`src/hw/x21m_pkg.sv`:
```
// package: constants for the x21 lead monitor and time-out alarm block
package x21m_pkg;
  // clock and time base
  localparam int CLK_PERIOD_NS = 10;
  localparam int TICK_TIME_NS = 1000000;
  localparam int TICK_CYCLES = TICK_TIME_NS / CLK_PERIOD_NS;
  localparam int MS_W = 17;

  // A delays, test/status variant, positions 0..7, in ms (0 = none)
  localparam logic [MS_W-1:0] A_TEST_MS [0:7] = '{
    17'h00000, 17'd900, 17'd1900, 17'd3900, 17'd7900, 17'd15900, 17'd31900, 17'd63900};
  // A delays, standard variant, positions 0..f, in ms
  localparam logic [MS_W-1:0] A_STD_MS [0:15] = '{
    17'h00000, 17'd1900, 17'd7900, 17'd9900, 17'd31900, 17'd33900, 17'd39900, 17'd41900,
    17'd63900, 17'd65900, 17'd71900, 17'd73900, 17'd95900, 17'd97900, 17'd103900,
    17'd105900};
  // B delays, positions 0..7, in ms
  localparam logic [MS_W-1:0] B_MS [0:7] = '{
    17'h00000, 17'd55, 17'd117, 17'd242, 17'd492, 17'd992, 17'd1900, 17'd3900};

  // register byte addresses
  localparam logic [7:0] ADDR_CONFIG = 8'h00;
  localparam logic [7:0] ADDR_STATUS = 8'h04;
  localparam logic [7:0] ADDR_EVENT = 8'h08;
  localparam logic [7:0] ADDR_EVENT_CLEAR = 8'h0c;
  localparam logic [7:0] ADDR_EVENT_ENABLE = 8'h10;
  localparam logic [7:0] ADDR_ALARM_RESET = 8'h14;

  // config fields
  localparam int CFG_A_SEL_LSB = 0;
  localparam int CFG_B_SEL_LSB = 4;
  localparam int CFG_TEST_VARIANT = 7;
  localparam int CFG_MODE_LSB = 8;
  localparam int CFG_B_ENABLE = 10;
  localparam int CFG_GROUP_LSB = 11;
  localparam int CFG_A_ENABLE = 16;
  localparam int CFG_W = 17;
  localparam logic [CFG_W-1:0] CFG_RESET = 17'h10480;

  // status fields
  localparam int ST_LEADS_LSB = 0;
  localparam int ST_ALARM_A = 6;
  localparam int ST_ALARM_B = 7;
  localparam int ST_POS_B = 8;
  localparam int ST_QUIET_LSB = 9;

  // event bits
  localparam int EV_ALARM_A = 0;
  localparam int EV_ALARM_B = 1;
  localparam int EV_SWITCHED_B = 2;
  localparam int EV_W = 3;

  // alarm output modes
  typedef enum logic [1:0] {
    X21M_MODE_BOTH = 2'h0,
    X21M_MODE_OFF = 2'h1,
    X21M_MODE_VISUAL = 2'h2
  } x21m_mode_t;

  // quiescent indicator positions
  localparam int Q_S1 = 0;
  localparam int Q_S14 = 1;
  localparam int Q_S18 = 2;
  localparam int Q_S22 = 3;
  localparam int Q_S23 = 4;
  localparam int Q_S24 = 5;
  localparam logic [5:0] QUIET_RESET = 6'h01;

  localparam int GROUPS = 5;
endpackage

```
`src/hw/x21m_delay_if.sv`:
```
// interface: delay selector positions to delay lengths in ms
`timescale 1ns/1ns
`default_nettype none
interface x21m_delay_if;
  logic [3:0] a_sel;
  logic [2:0] b_sel;
  logic test_variant;
  logic [x21m_pkg::MS_W-1:0] a_ms;
  logic [x21m_pkg::MS_W-1:0] b_ms;
  modport table_side (input a_sel, input b_sel, input test_variant, output a_ms, output b_ms);
  modport user_side (output a_sel, output b_sel, output test_variant, input a_ms, input b_ms);
endinterface
`default_nettype wire

```
`src/hw/x21m_delay_table.sv`:
```
// module: registered lookup of the fixed A and B alarm delays
`timescale 1ns/1ns
`default_nettype none
module x21m_delay_table
(
  // clock and reset
  input wire logic clk_in,
  input wire logic srst_in,
  // lookup
  x21m_delay_if.table_side dly
);
  always_ff @(posedge clk_in)
  begin
    if (srst_in)
    begin
      dly.a_ms <= '0;
      dly.b_ms <= '0;
    end
    else
    begin
      // test/status variant has an 8 position A selector, upper bit ignored
      if (dly.test_variant)
        dly.a_ms <= x21m_pkg::A_TEST_MS[dly.a_sel[2:0]];
      else
        dly.a_ms <= x21m_pkg::A_STD_MS[dly.a_sel];
      dly.b_ms <= x21m_pkg::B_MS[dly.b_sel];
    end
  end
endmodule
`default_nettype wire

```
`src/hw/x21m_monitor.sv`:
```
// module: x21 lead monitor with call time-out alarms, state display and a/b interlock
//
// Function
// - one activity indicator per T, C, R, I, S, B lead, on only while active
// - time C rising to I rising; beyond the A delay raise the A alarm
// - time first to second drop of C and I; beyond B delay raise B alarm
// - A and B alarms have own delay settings and can each be switched off
// - mode selects visual plus audible, nothing, or visual only outputs
// - alarm reset clears alarms; persisting condition times out and alarms again
// - standard variant A delays from 16 position selector, 1.9 to 105.9 s
// - test/status variant A delays from 8 position selector, 0.9 to 63.9 s
// - B delays from 8 position selector, 55 ms to 3.9 s
// - position zero selects no delay; all delays are fixed constants
// - B alarm enable setting gates B alarm, enabled by default
// - test/status variant decodes six quiescent states, one indicator each
// - with no circuit attached the test/status variant lights the state 1 indicator
// - only first module requesting B in a group switches; others stay A
// - groups 1, 2 span chassis; 3, 4 one chassis; V same slot across chassis
// - A/B selection needs local request together with backplane enable
`timescale 1ns/1ns
`default_nettype none
module x21m_monitor
#(
  parameter int TICK_CYCLES = x21m_pkg::TICK_CYCLES
)
(
  // clock and reset
  input wire logic clk_in,
  input wire logic srst_in,
  // register port
  input wire logic [7:0] addr_in,
  input wire logic [31:0] wdata_in,
  input wire logic wr_in,
  input wire logic rd_in,
  output logic [31:0] rdata_out,
  // monitored leads, 1 = on
  input wire logic lead_t_in,
  input wire logic lead_c_in,
  input wire logic lead_r_in,
  input wire logic lead_i_in,
  input wire logic lead_s_in,
  input wire logic lead_b_in,
  input wire logic circuit_attached_in,
  // front panel
  input wire logic alarm_reset_in,
  input wire logic sw_b_req_in,
  // backplane
  input wire logic bp_enable_in,
  input wire logic [4:0] grp_busy_in,
  output logic [4:0] grp_claim_out,
  // indicators
  output logic [5:0] lead_active_out,
  output logic [5:0] quiet_state_out,
  output logic visual_a_out,
  output logic visual_b_out,
  output logic audible_out,
  output logic pos_b_out,
  output logic irq_out
);
  typedef enum logic [1:0] {
    X21M_SW_A = 2'h1,
    X21M_SW_B = 2'h2
  } x21m_sw_t;

  localparam int NL = 9;

  logic [NL-1:0] raw;
  logic [NL-1:0] sync1_reg;
  logic [NL-1:0] sync2_reg;
  logic [NL-1:0] prev_reg;
  logic [x21m_pkg::CFG_W-1:0] cfg_reg;
  logic [x21m_pkg::EV_W-1:0] ev_reg;
  logic [x21m_pkg::EV_W-1:0] ev_en_reg;
  logic [x21m_pkg::EV_W-1:0] ev_set;
  logic [16:0] pre_reg;
  logic tick;
  logic [x21m_pkg::MS_W-1:0] a_cnt_reg;
  logic [x21m_pkg::MS_W-1:0] b_cnt_reg;
  logic a_run_reg;
  logic b_run_reg;
  logic b_phase_reg;
  logic alarm_a_reg;
  logic alarm_b_reg;
  logic alarm_rst;
  logic a_trip;
  logic b_trip;
  logic t_edge_seen_reg;
  logic t_alt_reg;
  logic [5:0] quiet_next;
  x21m_sw_t sw_reg;
  logic grp_ok;
  logic grp_free;
  logic [4:0] grp_sel;
  x21m_delay_if dly ();

  // two-stage synchroniser, the first stage feeds only the second
  assign raw = {alarm_reset_in, sw_b_req_in, circuit_attached_in, lead_b_in, lead_s_in,
    lead_i_in, lead_r_in, lead_c_in, lead_t_in};

  always_ff @(posedge clk_in)
  begin
    if (srst_in)
    begin
      // preload the pin levels so a lead already on at release gives no false edge
      sync1_reg <= raw;
      sync2_reg <= raw;
      prev_reg <= raw;
    end
    else
    begin
      sync1_reg <= raw;
      sync2_reg <= sync1_reg;
      prev_reg <= sync2_reg;
    end
  end

  wire logic t_on = sync2_reg[0];
  wire logic c_on = sync2_reg[1];
  wire logic r_on = sync2_reg[2];
  wire logic i_on = sync2_reg[3];
  wire logic attached = sync2_reg[6];
  wire logic b_req = sync2_reg[7];
  wire logic c_rise = c_on & ~prev_reg[1];
  wire logic c_fall = ~c_on & prev_reg[1];
  wire logic i_fall = ~i_on & prev_reg[3];
  wire logic b_req_rise = b_req & ~prev_reg[7];
  wire logic btn_rise = sync2_reg[8] & ~prev_reg[8];

  // register port
  wire logic wr_cfg = wr_in && addr_in == x21m_pkg::ADDR_CONFIG;
  wire logic wr_clr = wr_in && addr_in == x21m_pkg::ADDR_EVENT_CLEAR;
  wire logic wr_en = wr_in && addr_in == x21m_pkg::ADDR_EVENT_ENABLE;
  wire logic wr_rst = wr_in && addr_in == x21m_pkg::ADDR_ALARM_RESET && wdata_in[0];

  always_ff @(posedge clk_in)
  begin
    if (srst_in)
      cfg_reg <= x21m_pkg::CFG_RESET;
    else if (wr_cfg)
      cfg_reg <= wdata_in[x21m_pkg::CFG_W-1:0];
  end

  wire logic [3:0] a_sel = cfg_reg[x21m_pkg::CFG_A_SEL_LSB +: 4];
  wire logic [2:0] b_sel = cfg_reg[x21m_pkg::CFG_B_SEL_LSB +: 3];
  wire logic test_variant = cfg_reg[x21m_pkg::CFG_TEST_VARIANT];
  wire logic [1:0] mode = cfg_reg[x21m_pkg::CFG_MODE_LSB +: 2];
  wire logic b_alarm_enable_setting = cfg_reg[x21m_pkg::CFG_B_ENABLE];
  wire logic a_enable = cfg_reg[x21m_pkg::CFG_A_ENABLE];
  assign grp_sel = cfg_reg[x21m_pkg::CFG_GROUP_LSB +: 5];

  always_ff @(posedge clk_in)
  begin
    if (srst_in)
      rdata_out <= '0;
    else if (rd_in)
    begin
      case (addr_in)
        x21m_pkg::ADDR_CONFIG:
          rdata_out <= {15'h0000, cfg_reg};
        x21m_pkg::ADDR_STATUS:
          rdata_out <= {17'h00000, quiet_state_out, pos_b_out, alarm_b_reg, alarm_a_reg,
            lead_active_out};
        x21m_pkg::ADDR_EVENT:
          rdata_out <= {29'h00000000, ev_reg};
        x21m_pkg::ADDR_EVENT_ENABLE:
          rdata_out <= {29'h00000000, ev_en_reg};
        default:
          rdata_out <= '0;
      endcase
    end
    else
      rdata_out <= '0;
  end

  // fixed delay constants, looked up one cycle after a selector change
  assign dly.a_sel = a_sel;
  assign dly.b_sel = b_sel;
  assign dly.test_variant = test_variant;

  x21m_delay_table u_table (
    .clk_in(clk_in),
    .srst_in(srst_in),
    .dly(dly)
  );

  always_ff @(posedge clk_in)
  begin
    if (srst_in)
      pre_reg <= '0;
    else if (pre_reg == 17'(TICK_CYCLES - 1))
      pre_reg <= '0;
    else
      pre_reg <= pre_reg + 17'h00001;
  end
  assign tick = pre_reg == 17'(TICK_CYCLES - 1);

  // activity indicators follow the synchronised leads
  always_ff @(posedge clk_in)
  begin
    if (srst_in)
      lead_active_out <= '0;
    else
      lead_active_out <= sync2_reg[5:0];
  end

  assign alarm_rst = wr_rst | btn_rise;

  // A timer: call request, C on while waiting for I on
  // position zero means no delay is timed, so that alarm never trips
  assign a_trip = a_run_reg && a_enable && dly.a_ms != '0 && a_cnt_reg >= dly.a_ms;

  always_ff @(posedge clk_in)
  begin
    if (srst_in)
    begin
      a_run_reg <= 1'b0;
      a_cnt_reg <= '0;
    end
    else if (c_rise || (alarm_rst && c_on && !i_on && !a_run_reg))
    begin
      a_run_reg <= 1'b1;
      a_cnt_reg <= '0;
    end
    else if (!c_on || i_on || a_trip)
      a_run_reg <= 1'b0;
    else if (tick && a_cnt_reg != '1)
      a_cnt_reg <= a_cnt_reg + 17'h00001;
  end

  // B timer: call clear, from the first of C and I dropping to the second
  wire logic b_start = (c_fall && i_on) || (i_fall && c_on);
  assign b_trip = b_run_reg && b_alarm_enable_setting && dly.b_ms != '0
    && b_cnt_reg >= dly.b_ms;

  always_ff @(posedge clk_in)
  begin
    if (srst_in)
    begin
      b_phase_reg <= 1'b0;
      b_run_reg <= 1'b0;
      b_cnt_reg <= '0;
    end
    else if (!c_on && !i_on)
    begin
      b_phase_reg <= 1'b0;
      b_run_reg <= 1'b0;
    end
    else if (c_rise)
    begin
      b_phase_reg <= 1'b0;
      b_run_reg <= 1'b0;
    end
    else if (b_start || (alarm_rst && b_phase_reg && !b_run_reg))
    begin
      b_phase_reg <= 1'b1;
      b_run_reg <= 1'b1;
      b_cnt_reg <= '0;
    end
    else if (b_trip)
      b_run_reg <= 1'b0;
    else if (tick && b_cnt_reg != '1)
      b_cnt_reg <= b_cnt_reg + 17'h00001;
  end

  // alarms latch until reset or until their enable is cleared; a new trip in the reset cycle wins
  always_ff @(posedge clk_in)
  begin
    if (srst_in)
    begin
      alarm_a_reg <= 1'b0;
      alarm_b_reg <= 1'b0;
    end
    else
    begin
      if (a_trip)
        alarm_a_reg <= 1'b1;
      else if (alarm_rst || !a_enable)
        alarm_a_reg <= 1'b0;
      if (b_trip)
        alarm_b_reg <= 1'b1;
      else if (alarm_rst || !b_alarm_enable_setting)
        alarm_b_reg <= 1'b0;
    end
  end

  always_ff @(posedge clk_in)
  begin
    if (srst_in)
    begin
      visual_a_out <= 1'b0;
      visual_b_out <= 1'b0;
      audible_out <= 1'b0;
    end
    else
    begin
      visual_a_out <= alarm_a_reg && mode != x21m_pkg::X21M_MODE_OFF;
      visual_b_out <= alarm_b_reg && mode != x21m_pkg::X21M_MODE_OFF;
      audible_out <= (alarm_a_reg || alarm_b_reg) && mode == x21m_pkg::X21M_MODE_BOTH;
    end
  end

  // T alternating 0/1 marks a controlled not ready DTE; seen per 1 ms window
  always_ff @(posedge clk_in)
  begin
    if (srst_in)
    begin
      t_edge_seen_reg <= 1'b0;
      t_alt_reg <= 1'b0;
    end
    else if (tick)
    begin
      t_alt_reg <= t_edge_seen_reg;
      // a toggle in the tick cycle itself is kept for the new window
      t_edge_seen_reg <= t_on != prev_reg[0];
    end
    else if (t_on != prev_reg[0])
      t_edge_seen_reg <= 1'b1;
  end

  // quiescent decode with C and I both off
  always_comb
  begin
    quiet_next = '0;
    if (!attached)
      quiet_next[x21m_pkg::Q_S1] = 1'b1;
    else if (!c_on && !i_on)
    begin
      quiet_next[x21m_pkg::Q_S1] = !t_alt_reg && t_on && r_on;
      quiet_next[x21m_pkg::Q_S14] = t_alt_reg && r_on;
      quiet_next[x21m_pkg::Q_S18] = !t_alt_reg && t_on && !r_on;
      quiet_next[x21m_pkg::Q_S22] = !t_alt_reg && !t_on && !r_on;
      quiet_next[x21m_pkg::Q_S23] = t_alt_reg && !r_on;
      quiet_next[x21m_pkg::Q_S24] = !t_alt_reg && !t_on && r_on;
    end
  end

  always_ff @(posedge clk_in)
  begin
    if (srst_in)
      quiet_state_out <= x21m_pkg::QUIET_RESET;
    else if (test_variant)
      quiet_state_out <= quiet_next;
    else
      quiet_state_out <= '0;
  end

  // interlock: refuse B while the selected group is held by another module
  assign grp_ok = $countones(grp_sel) <= 1;
  assign grp_free = (grp_busy_in & grp_sel) == '0;

  always_ff @(posedge clk_in)
  begin
    if (srst_in)
      sw_reg <= X21M_SW_A;
    else
    begin
      case (sw_reg)
        X21M_SW_A:
          if (b_req_rise && bp_enable_in && grp_ok && grp_free)
            sw_reg <= X21M_SW_B;
        X21M_SW_B:
          // back in A it stays there until the request is made again
          if (!b_req || !bp_enable_in)
            sw_reg <= X21M_SW_A;
        default:
          sw_reg <= X21M_SW_A;
      endcase
    end
  end

  // claim lines: 1, 2 and V go to the interchassis cable, 3 and 4 stay local
  always_ff @(posedge clk_in)
  begin
    if (srst_in)
    begin
      pos_b_out <= 1'b0;
      grp_claim_out <= '0;
    end
    else
    begin
      pos_b_out <= sw_reg == X21M_SW_B;
      grp_claim_out <= (sw_reg == X21M_SW_B && grp_ok) ? grp_sel : 5'h00;
    end
  end

  // events, sticky; set wins over a clear in the same cycle
  assign ev_set = {sw_reg == X21M_SW_A && b_req_rise && bp_enable_in && grp_ok && grp_free,
    b_trip, a_trip};

  always_ff @(posedge clk_in)
  begin
    if (srst_in)
    begin
      ev_reg <= '0;
      ev_en_reg <= '0;
    end
    else
    begin
      ev_reg <= (ev_reg & ~(wr_clr ? wdata_in[x21m_pkg::EV_W-1:0] : 3'h0)) | ev_set;
      if (wr_en)
        ev_en_reg <= wdata_in[x21m_pkg::EV_W-1:0];
    end
  end

  always_ff @(posedge clk_in)
  begin
    if (srst_in)
      irq_out <= 1'b0;
    else
      irq_out <= (ev_reg & ev_en_reg) != '0;
  end
endmodule
`default_nettype wire

```
`config.mk`:
```
export PLATFORM = sky130hd
export DESIGN_NAME = x21m_monitor
export DESIGN_NICKNAME = d
export VERILOG_FILES = /design/src/hw/x21m_pkg.sv /design/src/hw/x21m_delay_if.sv /design/src/hw/x21m_delay_table.sv /design/src/hw/x21m_monitor.sv
export SDC_FILE = /design/constraint.sdc
export NUM_CORES = 1
export LEC_CHECK = 0
export ABC_AREA = 0
export CORE_MARGIN = 2
export CORE_UTILIZATION = 49
export DETAILED_ROUTE_END_ITERATION = 6
export DONT_BUFFER_PORTS = 1
export GPL_TIMING_DRIVEN = 1
export MAX_ROUTING_LAYER = met4
export SLEW_MARGIN = 30
export SYNTH_ARGS = -nofsm -noshare
export SYNTH_HDL_FRONTEND = slang
export SYNTH_HIERARCHICAL = 1
export SYNTH_SLANG_ARGS = --single-unit
export TNS_END_PERCENT = 1
```
`constraint.sdc`:
```
create_clock -name clk_in -period 4.1 [get_ports clk_in]
set_clock_uncertainty 0.1 [all_clocks]
set_input_delay 0.82 -clock clk_in [delete_from_list [all_inputs] [get_ports clk_in]]
set_output_delay 0.82 -clock clk_in [all_outputs]
set_load 0.05 [all_outputs]
```
==> flow_metrics.py <==
metrics = {
    "die": {
        "die_h_um": 132.8,
        "rows": 47,
        "die_w_um": 132.8,
        "die_area_um2": 17650,
        "core_um2": 16410,
        "io_pins": 113,
        "start_util_pct": 49.58,
    },
    "critical_path": {
        "r2r_end": "a_cnt_reg[15]$_SDFFE_PP0P_",
        "startpoint_type": "register",
        "critPathCaptureType": "register",
        "worstReg2RegStart": "a_cnt_reg[3]$_SDFFE_PP0P_",
        "rr_worst_depth": 11,
        "crit_fanout": 13,
        "reg2reg_slack_ps": 840,
        "worst-setup-path-type": "register to register",
        "cp_data_required_time_ps": 4370,
        "worstPathArrival_ps": 3530,
    },
    "cells_and_area": {
        "mostFrequentLayoutCell": "dfxtp_1",
        "final_cell_area_um2": 8776,
        "drive_above_1_share_pct": 6.510,
        "antenna_cells": 0,
        "utilization_pct": 53.49,
        "area_delta_synth_final_pct": 7.891,
        "nNetsFinal": 1041,
        "fillers": 1541,
        "final_cell_mix": "dfxtp_1, nand2_1, inv_1",
    },
    "sta": {
        "setup_ws_ps": 835.6,
        "period_needed_ps": 3264,
        "setup_tns_ps": 0,
        "rsz0062_at_grt": "false",
        "worstMarginPinSlew_ps": 918.8,
        "setup_violations": 0,
        "maxSlewHeadroom_pct": 38.75,
        "fin_crit_sh_pct": 79.62,
        "hold_viol_final": 0,
        "slew_viol_final": 0,
        "max_freq_mhz": 306.3,
    },
    "grt": {
        "grt_remaining_overflow": 0,
        "grt.total_usage_pct": 22.94,
        "globalRouteMet2Util_pct": 37.80,
        "top_usage_layer": "met2",
        "grt_pass1_wl_mm": 31.75,
        "grt_pass1_vias": 6360,
        "grt_max_degree": 99,
        "grtUsageMet1_pct": 27.80,
        "grt_antenna_before_repair": 0,
        "met3_usage_pct": 6.245,
    },
    "power": {
        "p_per_area_nw_per_um2": 390.6,
        "vdd_drop_max_mv": 0.3277,
        "p_leak_nw": 3.303,
    },
    "yosys": {
        "yosysWarnings": 6,
        "synth_area_um2": 8134,
        "yosysTopAreaCellShare_pct": 42.33,
        "synth-edff-count": 0,
        "ys_seq_elements": 172,
        "synth_area_per_cell_um2": 8.644,
        "yosysTopAreaCell": "dfxtp_1",
        "synth.top_cells.by_area": "dfxtp_1, ha_1, nand2_1",
        "synthFlopType": "dfxtp_1",
        "ys_async_sr_fraction_pct": 0,
        "synth_cell_type_count": 71,
        "synth_cells": 941,
        "ys_seq_area_share_pct": 42.33,
    },
    "clock_network": {
        "post_cts_buffers": 0,
        "cts-resized-gates": 0,
        "cts.path.max_buffers": 2,
        "cts.sinks": 172,
        "htreeDepth": 4,
        "cts_tree": "built",
        "hold_buffers": 0,
        "numCtsBuffers": 17,
        "cts_root_buf": "clkbuf_16",
        "path_clk_slew_ps": 70,
        "clk_latency_ps": 430,
    },
    "placement": {
        "place_congestion": 0.8344,
        "dpl_cell_area_um2": 8205,
        "dp_slack_ps": 886.1,
        "hpwlAfterDp_mm": 13.88,
        "io_buffers": 0,
    },
    "routing": {
        "drc": 0,
        "viasPerCell": 5.697,
        "routedWlPerCell_um": 16.71,
        "num_vias": 6591,
        "first_pass_iters": 5,
        "drt_iter0_markers": 449,
        "ant_nets": 0,
        "wl_mm": 19.34,
    },
    "min_path": {
        "min_to": "sync1_reg[7]$_DFF_P_",
        "min_from": "sw_b_req_in",
        "hold_path_depth": 0,
        "hp-class": "input pin to register",
    },
    "outcome": {
        "status": "finished clean",
    },
    "run": {
        "cap_violations": 0,
    },
}
[worst max-delay path by stage]
stage	cells past startpoint	endpoint	startpoint	slack (ps)
detailed placement	11	a_cnt_reg[15]$_SDFFE_PP0P_	a_cnt_reg[3]$_SDFFE_PP0P_	890
finish	11	a_cnt_reg[15]$_SDFFE_PP0P_	a_cnt_reg[3]$_SDFFE_PP0P_	840
CTS	11	a_cnt_reg[15]$_SDFFE_PP0P_	a_cnt_reg[3]$_SDFFE_PP0P_	860
global placement	8	b_cnt_reg[15]$_SDFFE_PP0P_	addr_in[1]	940
floorplan	12	b_cnt_reg[10]$_SDFFE_PP0P_	b_cnt_reg[0]$_SDFFE_PP0P_	1250
global route	11	a_cnt_reg[15]$_SDFFE_PP0P_	a_cnt_reg[3]$_SDFFE_PP0P_	590
[logic make-up after synthesis]
family                     after synthesis  share of synthesized area (%)
and+or+nand+nor                        356                          22.43
AOI/OAI and AO/OA                      195                          15.57
DFF                                    172                          42.33
buffers and inverters                  131                          7.368
adders and majority gates               58                          8.983
xor gates and xnor gates                15                          1.615
muxes                                   12                          1.615
other                                    2                        0.09233
[metal layers]
| layer | wire length, um | share of wire (%) |
|---|---|---|
| met2 | 9686 | 50 |
| met4 | 152 | 0.79 |
| met5 | 0 | 0 |
| met3 | 1032 | 5.3 |
| met1 | 8463 | 44 |
[power breakdown]
group | switching (mW) | total (mW) | internal, mW
registers | 0.0414 | 1.74 | 1.70
logic | 0.0945 | 0.134 | 0.0392
clock network | 0.704 | 1.55 | 0.849
[cells in the mapped netlist, drive strengths merged, types with 3 or more instances]
master	instances
nand2	112
nand2b	11
nor3	15
nor4	8
nand3	39
a22oi	18
a31oi	6
and2	11
a21o	5
and3	11
o41ai	3
nand4	20
or4	19
nor2b	14
o21a	4
nor4b	7
nor2	64
a221oi	9
o22ai	3
xor2	9
inv	70
buf	33
dfxtp	172
mux2	9
or3	5
and4	8
a211oi	11
ha	56
or2	4
o211ai	13
o21ai	36
a311oi	5
o31ai	3
a21oi	61
mux2i	3
clkbuf	27
xnor2	6
[area by class of cell]
cell class                      instances  area, um^2  area share, %
Clock buffer                           18       429.2          4.890
Clock inverter                         13       131.4          1.497
Inverter                               71       266.5          3.037
Multi-Input combinational cell        658        4193          47.78
Sequential cell                       172        3443          39.24
Tap cell                              220       275.3          3.137
Timing Repair Buffer                    5       37.54         0.4277
[through the flow]
step	hold slack (ps)	cells	total power [mW]
2_1_floorplan	313.8	961	1.910
3_3_place_gp	317.2	1126	1.906
3_5_place_dp	328.4	1126	1.911
4_1_cts	294.0	1157	3.459
5_1_grt	288.0	1157	3.542
6_report	315.8	1157	3.428
[critical path: stages (launching register included)]
cell and delay [ps]:
dfxtp_1 380, and4_1 210, and3_1 210, and3_1 240, nand4_1 130, nor3_1 70
ha_1 180, nor2b_1 130, and2_1 440, or4b_2 640, or4_1 410, nand2_1 70
Note: power is estimated with default switching activity, not from simulation.
